[src/verilog/bst_pkg.sv]
package bst_pkg;
   // ==========================================================
   // tap states
   // ==========================================================
   typedef enum logic [3:0] {
      ST_RESET = 4'h0, ST_IDLE = 4'h1, ST_SEL_DR = 4'h2, ST_CAP_DR = 4'h3,
      ST_SH_DR = 4'h4, ST_EX1_DR = 4'h5, ST_PAU_DR = 4'h6, ST_EX2_DR = 4'h7,
      ST_UPD_DR = 4'h8, ST_SEL_IR = 4'h9, ST_CAP_IR = 4'ha, ST_SH_IR = 4'hb,
      ST_EX1_IR = 4'hc, ST_PAU_IR = 4'hd, ST_EX2_IR = 4'he, ST_UPD_IR = 4'hf
   } bst_state_e;

   // ==========================================================
   // instruction codes
   // ==========================================================
   localparam int IR_LEN = 4;
   localparam logic [3:0] OP_EXTEST = 4'h0;
   localparam logic [3:0] OP_IDCODE = 4'h1;
   localparam logic [3:0] OP_SAMPLE = 4'h5;
   localparam logic [3:0] OP_CLAMP = 4'h7;
   localparam logic [3:0] OP_BYPASS = 4'hf;
   localparam logic [3:0] IR_CAPTURE = 4'h1;

   typedef enum logic [2:0] {
      SEL_EXTEST = 3'h0, SEL_IDCODE = 3'h1, SEL_SAMPLE = 3'h2,
      SEL_CLAMP = 3'h3, SEL_BYPASS = 3'h4
   } bst_sel_e;

   // ==========================================================
   // identification fields (values arbitrary)
   // ==========================================================
   localparam int ID_LEN = 32;
   localparam int ID_VER_LSB = 28;
   localparam int ID_PART_LSB = 12;
   localparam int ID_MFR_LSB = 1;
   localparam logic [3:0] ID_VERSION = 4'h1;
   localparam logic [15:0] ID_PART = 16'h0a5c;
   localparam logic [10:0] ID_MFR = 11'h123;

   // ==========================================================
   // chain geometry
   // ==========================================================
   localparam int CHAIN_LEN = 299;
   localparam int CTL_CNT = 8;
   localparam int CTL_POS [CTL_CNT] = '{2, 5, 12, 40, 80, 130, 200, 290};

   typedef struct packed {
      logic tck;
      logic tms;
      logic tdi;
      logic trst_n;
   } bst_pins_s;
endpackage

[src/verilog/bst_sync3.sv]
`timescale 1ns/1ns
module bst_sync3 (
   input wire logic clk_sys,
   input wire logic reset_n,
   input wire logic pin,
   output logic level,
   output logic rise,
   output logic fall
);
   logic s1_q, s2_q, s3_q;

   // change counts only once second and third stages agree
   always_ff @(posedge clk_sys) begin
      if (!reset_n) begin
         s1_q <= 1'b0;
         s2_q <= 1'b0;
         s3_q <= 1'b0;
         level <= 1'b0;
      end else begin
         s1_q <= pin;
         s2_q <= s1_q;
         s3_q <= s2_q;
         if (s2_q == s3_q) begin
            level <= s3_q;
         end
      end
   end

   assign rise = (s2_q == s3_q) && s3_q && !level;
   assign fall = (s2_q == s3_q) && !s3_q && level;
endmodule

[src/verilog/bst_tap.sv]
`timescale 1ns/1ns
// What this block does
// - identification is 32 bits: version, part, maker, and one in bit 0.
// - the instruction register is four bits, shifted in serially.
// - 0000 extest, 0001 idcode, 0101 sample, 0111 clamp, 1111 bypass.
// - one 299-cell boundary chain sits between data in and data out.
// - a set control cell disables its outputs when the chain drives pins.
// - in test-logic-reset every control cell is preset to one.
// - data out and its enable change on the falling test clock edge.
// - mode select and data in are sampled on the rising test clock edge.
module bst_tap
   import bst_pkg::*;
(
   input wire logic clk_sys,
   input wire logic reset_n,
   input bst_pkg::bst_pins_s pins,
   input wire logic [bst_pkg::CHAIN_LEN-1:0] pin_in,
   input wire logic [bst_pkg::CHAIN_LEN-1:0] core_out,
   output logic tdo,
   output logic tdo_oe_n,
   output logic [bst_pkg::CHAIN_LEN-1:0] pin_out,
   output logic [bst_pkg::CTL_CNT-1:0] pin_oe_n,
   output logic scan_drive,
   output logic [3:0] instr
);
   import bst_pkg::*;

   // ==========================================================
   // pin sampling
   // ==========================================================
   logic tck_lvl, tck_rise, tck_fall;
   logic tms_lvl, tdi_lvl, trst_lvl;

   bst_sync3 u_tck (.clk_sys(clk_sys), .reset_n(reset_n), .pin(pins.tck),
      .level(tck_lvl), .rise(tck_rise), .fall(tck_fall));
   bst_sync3 u_tms (.clk_sys(clk_sys), .reset_n(reset_n), .pin(pins.tms),
      .level(tms_lvl), .rise(), .fall());
   bst_sync3 u_tdi (.clk_sys(clk_sys), .reset_n(reset_n), .pin(pins.tdi),
      .level(tdi_lvl), .rise(), .fall());
   bst_sync3 u_trst (.clk_sys(clk_sys), .reset_n(reset_n),
      .pin(pins.trst_n), .level(trst_lvl), .rise(), .fall());

   // trst stays low for three tck periods, far above the sync delay
   logic trst_hit;
   logic trst_seen_q;
   always_ff @(posedge clk_sys) begin
      if (!reset_n) begin
         trst_seen_q <= 1'b0;
      end else begin
         trst_seen_q <= 1'b1;
      end
   end
   assign trst_hit = trst_seen_q && !trst_lvl;

   // ==========================================================
   // tap controller
   // ==========================================================
   bst_state_e state_q, state_d;

   always_comb begin
      case (state_q)
         ST_RESET: state_d = tms_lvl ? ST_RESET : ST_IDLE;
         ST_IDLE: state_d = tms_lvl ? ST_SEL_DR : ST_IDLE;
         ST_SEL_DR: state_d = tms_lvl ? ST_SEL_IR : ST_CAP_DR;
         ST_CAP_DR: state_d = tms_lvl ? ST_EX1_DR : ST_SH_DR;
         ST_SH_DR: state_d = tms_lvl ? ST_EX1_DR : ST_SH_DR;
         ST_EX1_DR: state_d = tms_lvl ? ST_UPD_DR : ST_PAU_DR;
         ST_PAU_DR: state_d = tms_lvl ? ST_EX2_DR : ST_PAU_DR;
         ST_EX2_DR: state_d = tms_lvl ? ST_UPD_DR : ST_SH_DR;
         ST_UPD_DR: state_d = tms_lvl ? ST_SEL_DR : ST_IDLE;
         ST_SEL_IR: state_d = tms_lvl ? ST_RESET : ST_CAP_IR;
         ST_CAP_IR: state_d = tms_lvl ? ST_EX1_IR : ST_SH_IR;
         ST_SH_IR: state_d = tms_lvl ? ST_EX1_IR : ST_SH_IR;
         ST_EX1_IR: state_d = tms_lvl ? ST_UPD_IR : ST_PAU_IR;
         ST_PAU_IR: state_d = tms_lvl ? ST_EX2_IR : ST_PAU_IR;
         ST_EX2_IR: state_d = tms_lvl ? ST_UPD_IR : ST_SH_IR;
         ST_UPD_IR: state_d = tms_lvl ? ST_SEL_DR : ST_IDLE;
         default: state_d = ST_RESET;
      endcase
   end

   always_ff @(posedge clk_sys) begin
      if (!reset_n || trst_hit) begin
         state_q <= ST_RESET;
      end else if (tck_rise) begin
         state_q <= state_d;
      end
   end

   // ==========================================================
   // instruction register
   // ==========================================================
   logic [IR_LEN-1:0] ir_sh_q;
   bst_sel_e sel;

   always_ff @(posedge clk_sys) begin
      if (!reset_n || trst_hit) begin
         ir_sh_q <= IR_CAPTURE;
         instr <= OP_IDCODE;
      end else if (state_q == ST_RESET) begin
         instr <= OP_IDCODE;
      end else if (tck_rise) begin
         case (state_q)
            ST_CAP_IR: ir_sh_q <= IR_CAPTURE;
            ST_SH_IR: begin
               ir_sh_q <= {tdi_lvl, ir_sh_q[IR_LEN-1:1]};
            end
            default: ir_sh_q <= ir_sh_q;
         endcase
      end else if (tck_fall && state_q == ST_UPD_IR) begin
         instr <= ir_sh_q;
      end
   end

   always_comb begin
      case (instr)
         OP_EXTEST: sel = SEL_EXTEST;
         OP_IDCODE: sel = SEL_IDCODE;
         OP_SAMPLE: sel = SEL_SAMPLE;
         OP_CLAMP: sel = SEL_CLAMP;
         OP_BYPASS: sel = SEL_BYPASS;
         default: sel = SEL_BYPASS;
      endcase
   end

   // ==========================================================
   // data registers
   // ==========================================================
   logic [ID_LEN-1:0] id_q;
   logic byp_q;
   logic [CHAIN_LEN-1:0] bsr_q;
   logic [CHAIN_LEN-1:0] upd_q;
   logic [ID_LEN-1:0] id_word;
   logic [CHAIN_LEN-1:0] ctl_mask;

   assign id_word = {ID_VERSION, ID_PART, ID_MFR, 1'b1};

   always_comb begin
      ctl_mask = '0;
      for (int k = 0; k < CTL_CNT; k++) begin
         ctl_mask[CTL_POS[k]] = 1'b1;
      end
   end

   always_ff @(posedge clk_sys) begin
      if (!reset_n) begin
         id_q <= '0;
         byp_q <= 1'b0;
         bsr_q <= '0;
      end else if (tck_rise && state_q == ST_CAP_DR) begin
         id_q <= id_word;
         byp_q <= 1'b0;
         bsr_q <= (sel == SEL_EXTEST) ? core_out : pin_in;
      end else if (tck_rise && state_q == ST_SH_DR) begin
         case (sel)
            SEL_IDCODE: id_q <= {tdi_lvl, id_q[ID_LEN-1:1]};
            SEL_EXTEST, SEL_SAMPLE:
               bsr_q <= {tdi_lvl, bsr_q[CHAIN_LEN-1:1]};
            default: byp_q <= tdi_lvl;
         endcase
      end
   end

   // update stage; controls preset to one in reset state
   always_ff @(posedge clk_sys) begin
      if (!reset_n || trst_hit || state_q == ST_RESET) begin
         upd_q <= ctl_mask;
      end else if (tck_fall && state_q == ST_UPD_DR &&
                   (sel == SEL_EXTEST || sel == SEL_SAMPLE)) begin
         upd_q <= bsr_q;
      end
   end

   // ==========================================================
   // pin drive
   // ==========================================================
   logic drive;
   assign drive = (sel == SEL_EXTEST) || (sel == SEL_CLAMP);

   always_ff @(posedge clk_sys) begin
      if (!reset_n) begin
         pin_out <= '0;
         pin_oe_n <= '1;
         scan_drive <= 1'b0;
      end else begin
         scan_drive <= drive;
         pin_out <= drive ? upd_q : core_out;
         for (int k = 0; k < CTL_CNT; k++) begin
            pin_oe_n[k] <= drive ? upd_q[CTL_POS[k]]
                                 : core_out[CTL_POS[k]];
         end
      end
   end

   // ==========================================================
   // serial out, falling edge
   // ==========================================================
   logic tdo_d;
   always_comb begin
      if (state_q == ST_SH_IR) begin
         tdo_d = ir_sh_q[0];
      end else begin
         case (sel)
            SEL_IDCODE: tdo_d = id_q[0];
            SEL_EXTEST, SEL_SAMPLE: tdo_d = bsr_q[0];
            default: tdo_d = byp_q;
         endcase
      end
   end

   always_ff @(posedge clk_sys) begin
      if (!reset_n) begin
         tdo <= 1'b0;
         tdo_oe_n <= 1'b1;
      end else if (tck_fall) begin
         tdo <= tdo_d;
         tdo_oe_n <= !(state_q == ST_SH_DR || state_q == ST_SH_IR);
      end
   end

   // ==========================================================
   // checks
   // ==========================================================
   a_tdo_edge: assert property (
      @(posedge clk_sys) disable iff (!reset_n)
      $changed(tdo_oe_n) |-> $past(tck_fall))
      else $error("tdo enable moved off a falling tck");
   a_state_edge: assert property (
      @(posedge clk_sys) disable iff (!reset_n)
      (!$past(tck_rise) && !$past(trst_hit) && $past(reset_n))
      |-> $stable(state_q))
      else $error("tap state moved without tck rise");
   a_ctl_preset: assert property (
      @(posedge clk_sys) disable iff (!reset_n)
      state_q == ST_RESET |=> (upd_q & ctl_mask) == ctl_mask)
      else $error("control cells not preset");
   a_hiz_ctl: assert property (
      @(posedge clk_sys) disable iff (!reset_n)
      (drive && upd_q[CTL_POS[0]]) ##1 drive |-> pin_oe_n[0])
      else $error("control cell one did not disable output");
   a_byp_zero: assert property (
      @(posedge clk_sys) disable iff (!reset_n)
      tck_rise && state_q == ST_CAP_DR |=> !byp_q)
      else $error("bypass did not capture zero");
   a_id_cap: assert property (
      @(posedge clk_sys) disable iff (!reset_n)
      tck_rise && state_q == ST_CAP_DR
      |=> id_q == {ID_VERSION, ID_PART, ID_MFR, 1'b1})
      else $error("id capture wrong");
   a_ir_shift: assert property (
      @(posedge clk_sys) disable iff (!reset_n)
      tck_rise && state_q == ST_SH_IR && !trst_hit
      |=> ir_sh_q[IR_LEN-1] == $past(tdi_lvl))
      else $error("instruction shift wrong");
   a_unk_byp: assert property (
      @(posedge clk_sys) disable iff (!reset_n)
      instr == 4'h3 |-> sel == SEL_BYPASS)
      else $error("unknown code not bypass");
   a_chain_shift: assert property (
      @(posedge clk_sys) disable iff (!reset_n)
      tck_rise && state_q == ST_SH_DR && sel == SEL_SAMPLE
      |=> bsr_q[CHAIN_LEN-2] == $past(bsr_q[CHAIN_LEN-1]))
      else $error("chain shift wrong");
   a_dec_clamp: assert property (
      @(posedge clk_sys) disable iff (!reset_n)
      instr == OP_CLAMP |-> sel == SEL_CLAMP)
      else $error("clamp decode wrong");
   c_ir_upd: cover property (@(posedge clk_sys) state_q == ST_UPD_IR);
   c_extest: cover property (@(posedge clk_sys) scan_drive);
   c_dr_shift: cover property (@(posedge clk_sys)
      state_q == ST_SH_DR && sel == SEL_IDCODE);
endmodule

[config.mk]
export PLATFORM = sky130hd
export DESIGN_NAME = bst_tap
export DESIGN_NICKNAME = d
export VERILOG_FILES = /design/src/verilog/bst_pkg.sv /design/src/verilog/bst_sync3.sv /design/src/verilog/bst_tap.sv
export SDC_FILE = /design/constraint.sdc
export NUM_CORES = 2
export LEC_CHECK = 0
export ABC_AREA = 1
export BUFFER_PORTS_ARGS = -buffer_cell sky130_fd_sc_hd__buf_4
export CAP_MARGIN = 30
export CORE_AREA = 2 2 358 360
export DETAILED_ROUTE_END_ITERATION = 8
export DIE_AREA = 0 0 360 362
export SLEW_MARGIN = 20
export SYNTH_ARGS = -nofsm -noshare
export SYNTH_HDL_FRONTEND = slang
export SYNTH_SLANG_ARGS = --single-unit
[constraint.sdc]
create_clock -name clk_sys -period 3.6 [get_ports clk_sys]
set_input_delay 0.36 -clock clk_sys [delete_from_list [all_inputs] [get_ports clk_sys]]
set_output_delay 0.36 -clock clk_sys [all_outputs]
set_load 0.1 [all_outputs]
; Word level (Yosys, flattened, before mapping)
; Cells that the tools add are included.
; W data, S select, Z words.
[totals]
reg_bits = 970
input_bits = 604
out_inout_bits = 314
word_cells = 133
[classes]
n_eq_ne = 25
muxes = 34
n_bitwise = 4
reduce_logical = 40
[ops]
columns = operator, n
row1 = $mux W299, 5
row2 = $mux W29, 3
row3 = $pmux W4 S12, 1
row4 = $eq A4 B4 Y1 const B, 8
row5 = $eq A4 B3 Y1 const B, 6
row6 = $mux W4, 4
row7 = $mux W1, 13
row8 = $pmux W3 S4, 1
row9 = $logic_and A1 B1 Y1, 10
row10 = $reduce_and A2 Y1, 5
row11 = $reduce_or A2 Y1, 5
row12 = $eq A4 B1 Y1 const B, 2
row13 = $eq A4 B2 Y1 const B, 2
row14 = $logic_not A4 Y1, 2
row15 = $pmux W4 S2, 1
row16 = $reduce_bool A2 Y1, 4
row17 = $eq A3 B2 Y1 const B, 2
row18 = $mux W2, 3
row19 = $mux W3, 2
row20 = $reduce_or A3 Y1, 2
row21 = $logic_not A1 Y1, 5
row22 = $logic_or A1 B1 Y1, 5
row23 = $eq A1 B1 Y1, 4
row24 = $not A1 Y1, 4
row25 = other kinds (4), 4

; Depth between registers and ports, before layout
[depth]
ltp_word = 7
ltp_mapped = 12
mapped_depth_nobuf = 9

; By module
; Synthesis repeated with hierarchy kept, for this count alone.
[unflattened]
hier_cells = 5633
hier_area_um2 = 39489.1
[by_module_without_submodules]
columns = module, instances, cells_per_inst, area_per_inst_um2, seq_area_each_um2
row1 = bst_tap, 1, 5541, 38803.5, 19098.3
row2 = bst_sync3, 4, 23, 171.4, 80.1

; Worst setup path after synthesis
; OpenSTA, ideal clock, no wires.
[synth_timing]
path_type = register -> register
start = register instr[0]
end = register pin_out[100] (netlist bit)
setup_time_ns = 0.064
arrival_ns = 2.259
required_ns = 3.536
path_slack_ns = 1.277
stages_incl_launch_ff = 10
path_buffers = 3
period_less_slack_ns = 2.323
path_cell_list = dfxtp_1 -> inv_1 -> nor3_1 -> nand2_1 -> nand2_1 -> buf_2 -> buf_2 -> clkbuf_1 -> o21ai_0 -> nor2_1
[synth_between]
elab_chain_cells = 5
word_cells_on_any_way = 9
cone_classes = eq/ne: 4 / mux: 2 / reduce/logical: 3
[synth_lines]
columns = element, line_no
row1 = start: declaration, bst_tap.sv:24  ; output logic [3:0] instr
row2 = start signal: assignment, bst_tap.sv:111  ; instr <= ir_sh_q;
row3 = $eq A4 B3 Y1 (tied with other cells), bst_tap.sv:116  ; case (instr)
row4 = $pmux W3 S4 *, bst_tap.sv:116
row5 = $eq A3 B2 Y1 or $logic_not A3 Y1 (tied branches), bst_tap.sv:178  ; assign drive = (sel == SEL_EXTEST) || (sel == SEL_CLAMP);
row6 = $logic_or A1 B1 Y1 *, bst_tap.sv:178
row7 = $mux W299 *, bst_tap.sv:187  ; pin_out <= drive ? upd_q : core_out;
row8 = end signal: assignment, bst_tap.sv:187
row9 = end: declaration, bst_tap.sv:21  ; output logic [bst_pkg::CHAIN_LEN-1:0] pin_out,
; Every way passes the cells marked *; elsewhere a longest branch is shown, timed or not.
; A chain may end at the register's enable or synchronous reset.

; Worst setup path after layout
[layout_timing]
start = register instr[1]
end = register bsr_q[249]
[layout_between]
elab_chain_cells = 6
word_cells_on_any_way = 12
cone_classes = eq/ne: 4 / mux: 3 / reduce/logical: 5
[layout_lines]
columns = element, line_no
row1 = $eq A4 B3 Y1 (tied with other cells), bst_tap.sv:116
row2 = $pmux W3 S4 *, bst_tap.sv:116
row3 = $eq A3 B2 Y1 or $logic_not A3 Y1 (tied branches), "bst_tap.sv:155, bst_tap.sv:153"
row4 = $reduce_or A2 Y1, n/a
row5 = $reduce_bool A2 Y1 (no source line), n/a
row6 = $reduce_and A2 Y1 (no source line), n/a
row7 = end signal: assignment, bst_tap.sv:153  ; bsr_q <= (sel == SEL_EXTEST) ? core_out : pin_in;
row8 = end signal: assignment, bst_tap.sv:158  ; bsr_q <= {tdi_lvl, bsr_q[CHAIN_LEN-1:1]};
row9 = end: declaration, bst_tap.sv:131  ; logic [CHAIN_LEN-1:0] bsr_q;
; Marks and branches as above.

==> results.toml <==
[routing]
num_vias = 42180
drc = 0
drt_iter0_markers = 3722
routed_wl_um = 163000
dr.pass1.iters = 6
vias_per_cell = 5.16
drt-wirelength-per-cell_um = 19.9
ant_nets = 0

[die]
fp.dieW_um = 360
die_h_um = 362
io_pins = 918
core_mm2 = 0.127
start_util = 0.308
die_area_mm2 = 0.130
row_count = 131

[power]
cellLeakagePower_nw = 23.9
ir_drop_mv = 0.408
power_density_mw_per_mm2 = 460

[timing]
clock-skew-final_ns = 0.0433
worst_slack_ns = 0.934
drv_slew = 0
setup_tns_ns = 0
slew_headroom = 0.239
rsz0062_at_grt = "no"
period_minus_slack_ns = 2.67
setup_viol = 0
hold_violations = 0
period_share = 0.741
fmaxAchievable_ghz = 0.375
worst_pin_slew_ns = 1.14

[placed_design]
gp_congestion = 0.894
dp_cells = 7448
io_buffer_count = 917
dp_hpwl_um = 104000
dp_slack_ns = 1.04

[logic_synthesis]
synth_area_leader_cell = "dfxtp_1"
synth-seq-cells = 970
synth_ff_type = "dfxtp_1"
yosys_warnings = 0
synth_area_leaders = "dfxtp_1 50%, o21ai_0 12%, nor2_1 9.8%"
synth_edf_count = 0
syn_nets = 5876
ys_types = 27
yosys-top-cells-count = "1024 x nor2_1, 970 x dfxtp_1, 950 x o21ai_0"
yosysSeqAreaShare = 0.497
syn_inst = 5270
synthesis.area_mm2 = 0.0390
postSynth.asyncResetShare = 0
synth.avg_cell_area_um2 = 7.41
synth_top_area_share = 0.497
synth.most_common_cell = "nor2_1"

[critical_path]
crit_type = "reg2reg"
slowest_stage = "o21ai_0"
endpoint_kind = "flip-flop"
path_buf_inv = 1
cp_top_family = "compound AO/OA/AOI/OAI gates"
worst_ep_arrival_time_ns = 3.22
cp.depth = 7
path_cells = "nor2_1 -> nand2_8 -> nand2_8 -> nand2_8 -> buf_12 -> o21ai_0 -> a21oi_1"
path_common_cell = "nand2_8"
r2r.worst_path.cells = 7
critPathMaxStageDelay_ns = 0.85
startpoint_type = "flip-flop"
worstPathRequired_ns = 4.15
ff2ff_setup_slack_ns = 0.93
crit_fanout = 137

[grt]
grt_pass1_wl_um = 243000
grt_usage = 0.235
gr-total-overflow = 0
grt_pass1_vias = 40380
grt_antenna_before_repair = 14
grt_max_degree = 206

[clock_tree]
post-cts-setup-buffers = 0
cts.path.max_buffers = 3
cts_tree = "built"
cts_buffers = 106
htreeDepth = 3
clk_latency_ns = 0.70
clock-root-buffer = "clkbuf_16"
cts_sinks = 970
cts.clk_slew.worst_paths_ns = 0.06

[final_layout]
drive_above_1_share = 0.183
nets = 7022
syn_to_final_growth_pct = 42.7
stdcell_count = 8174
num-fill-cells = 12507

[flow_run]
maxCapViolCount = 0

[worst_hold_path]
min_path_type = "in2reg"
hold-path-cell-count = 3

[run_status]
status = "finished clean"
==> logic make-up (layout without fill, tap and decap cells) <==
family                   after synthesis  count (layout)  synth area share
flip-flops                           970             970             0.497
buffers and inverters                586            1819            0.0693
other                                  0               9                 0
adder cells (fa/ha/maj)                2               2          0.000641
AO/OA/AOI/OAI                       1980            1980             0.254
AND/OR/NAND/NOR                     1732            1732             0.178
==> path summary, 6_finish.rpt <==
kind / startpoint / end
worst max-delay path: instr[1] / bsr_q[249]
worst min-delay path: pin_in[229] / bsr_q[229]
worst max register to register: instr[1] / bsr_q[249]
worst min register to register: u_tdi.s1_q / u_tdi.s2_q
==> worst reg2reg max path: stages (launching register included) <==
cell,delay (ns)
dfxtp_1,0.34
nor2_1,0.30
nand2_8,0.24
nand2_8,0.21
nand2_8,0.08
buf_12,0.24
o21ai_0,0.95
a21oi_1,0.15
==> timing repair <==
action                                 in CTS  in global routing
setup endpoints to repair                   0                  0
endpoints found under the hold margin     521                  0
gates resized for setup                     0                  0
hold buffers                              522                  0
==> per-layer routing <==
metal / vias up / wire [um] / GRT usage
li1: 20064 / - / -
met1: 19941 / 66900 / 0.297
met2: 1795 / 76500 / 0.385
met3: 370 / 11800 / 0.0472
met4: 10 / 7230 / 0.104
met5: - / 66 / 0
==> state kept, by name, indices dropped and copies added, names as in the netlist, 4 cells and up <==
signal	flops
upd_q	299
instr	4
ir_sh_q	4
pin_out	299
id_q	32
bsr_q	299
state_q	4
pin_oe_n	8
==> cell type report <==
cell class,count,area (um2),share of cell area
Antenna cell,9,22.5,0.000404
Tap cell,1662,2080,0.0373
Inverter,109,424,0.00761
Clock buffer,156,3170,0.0569
Multi-Input combinational cell,3714,17000,0.305
Sequential cell,970,19400,0.349
Timing Repair Buffer,1515,13100,0.235
Clock inverter,39,519,0.00932
==> where the power goes <==
| group | internal, mW | leakage [nW] | total [mW] | switching (mW) |
|---|---|---|---|---|
| Combinational | 1.11 | 14.1 | 3.13 | 2.02 |
| Sequential | 10.9 | 7.90 | 11.0 | 0.0905 |
| Clock | 6.70 | 1.81 | 11.5 | 4.76 |
| Total | 18.7 | 23.9 | 25.6 | 6.87 |
==> through the flow <==
step	utilization	power, mW	hold WS, ns	instance area (um2)
detailed placement	0.369	13.9	0.397	46800
global placement	0.369	13.9	0.395	46800
finish	0.440	25.6	0.0352	55700
CTS	0.440	25.8	0.000459	55700
global route	0.440	26.4	0.0131	55700
floorplan	-	12.8	0.388	39000
==> cell usage in the layout (no fill, tap or decap), types with 2 or more instances in the layout <==
cell type and instances:
buf_4 961, inv_8 2, buf_12 31, nor2_2 3, inv_6 3, o21ai_1 291, clkbuf_8 31, dlygate4sd3_1 522
o21ai_0 950, clkinv_4 4, nand2_2 2, clkinv_16 2, nor3_1 9, nand2_1 361, clkinv_8 2, bufinv_16 8
clkinv_2 15, nand2_8 4, nand2_4 3, clkbuf_1 18, inv_2 4, diode_2 9, clkbuf_16 107, dfxtp_1 970
ha_1 2, clkinvlp_4 4, nor2_1 1024, a21oi_1 734, inv_1 103, nand3_1 319, nor2_4 3, a211oi_1 4
No activity file was read; power rests on OpenSTA's default activity.
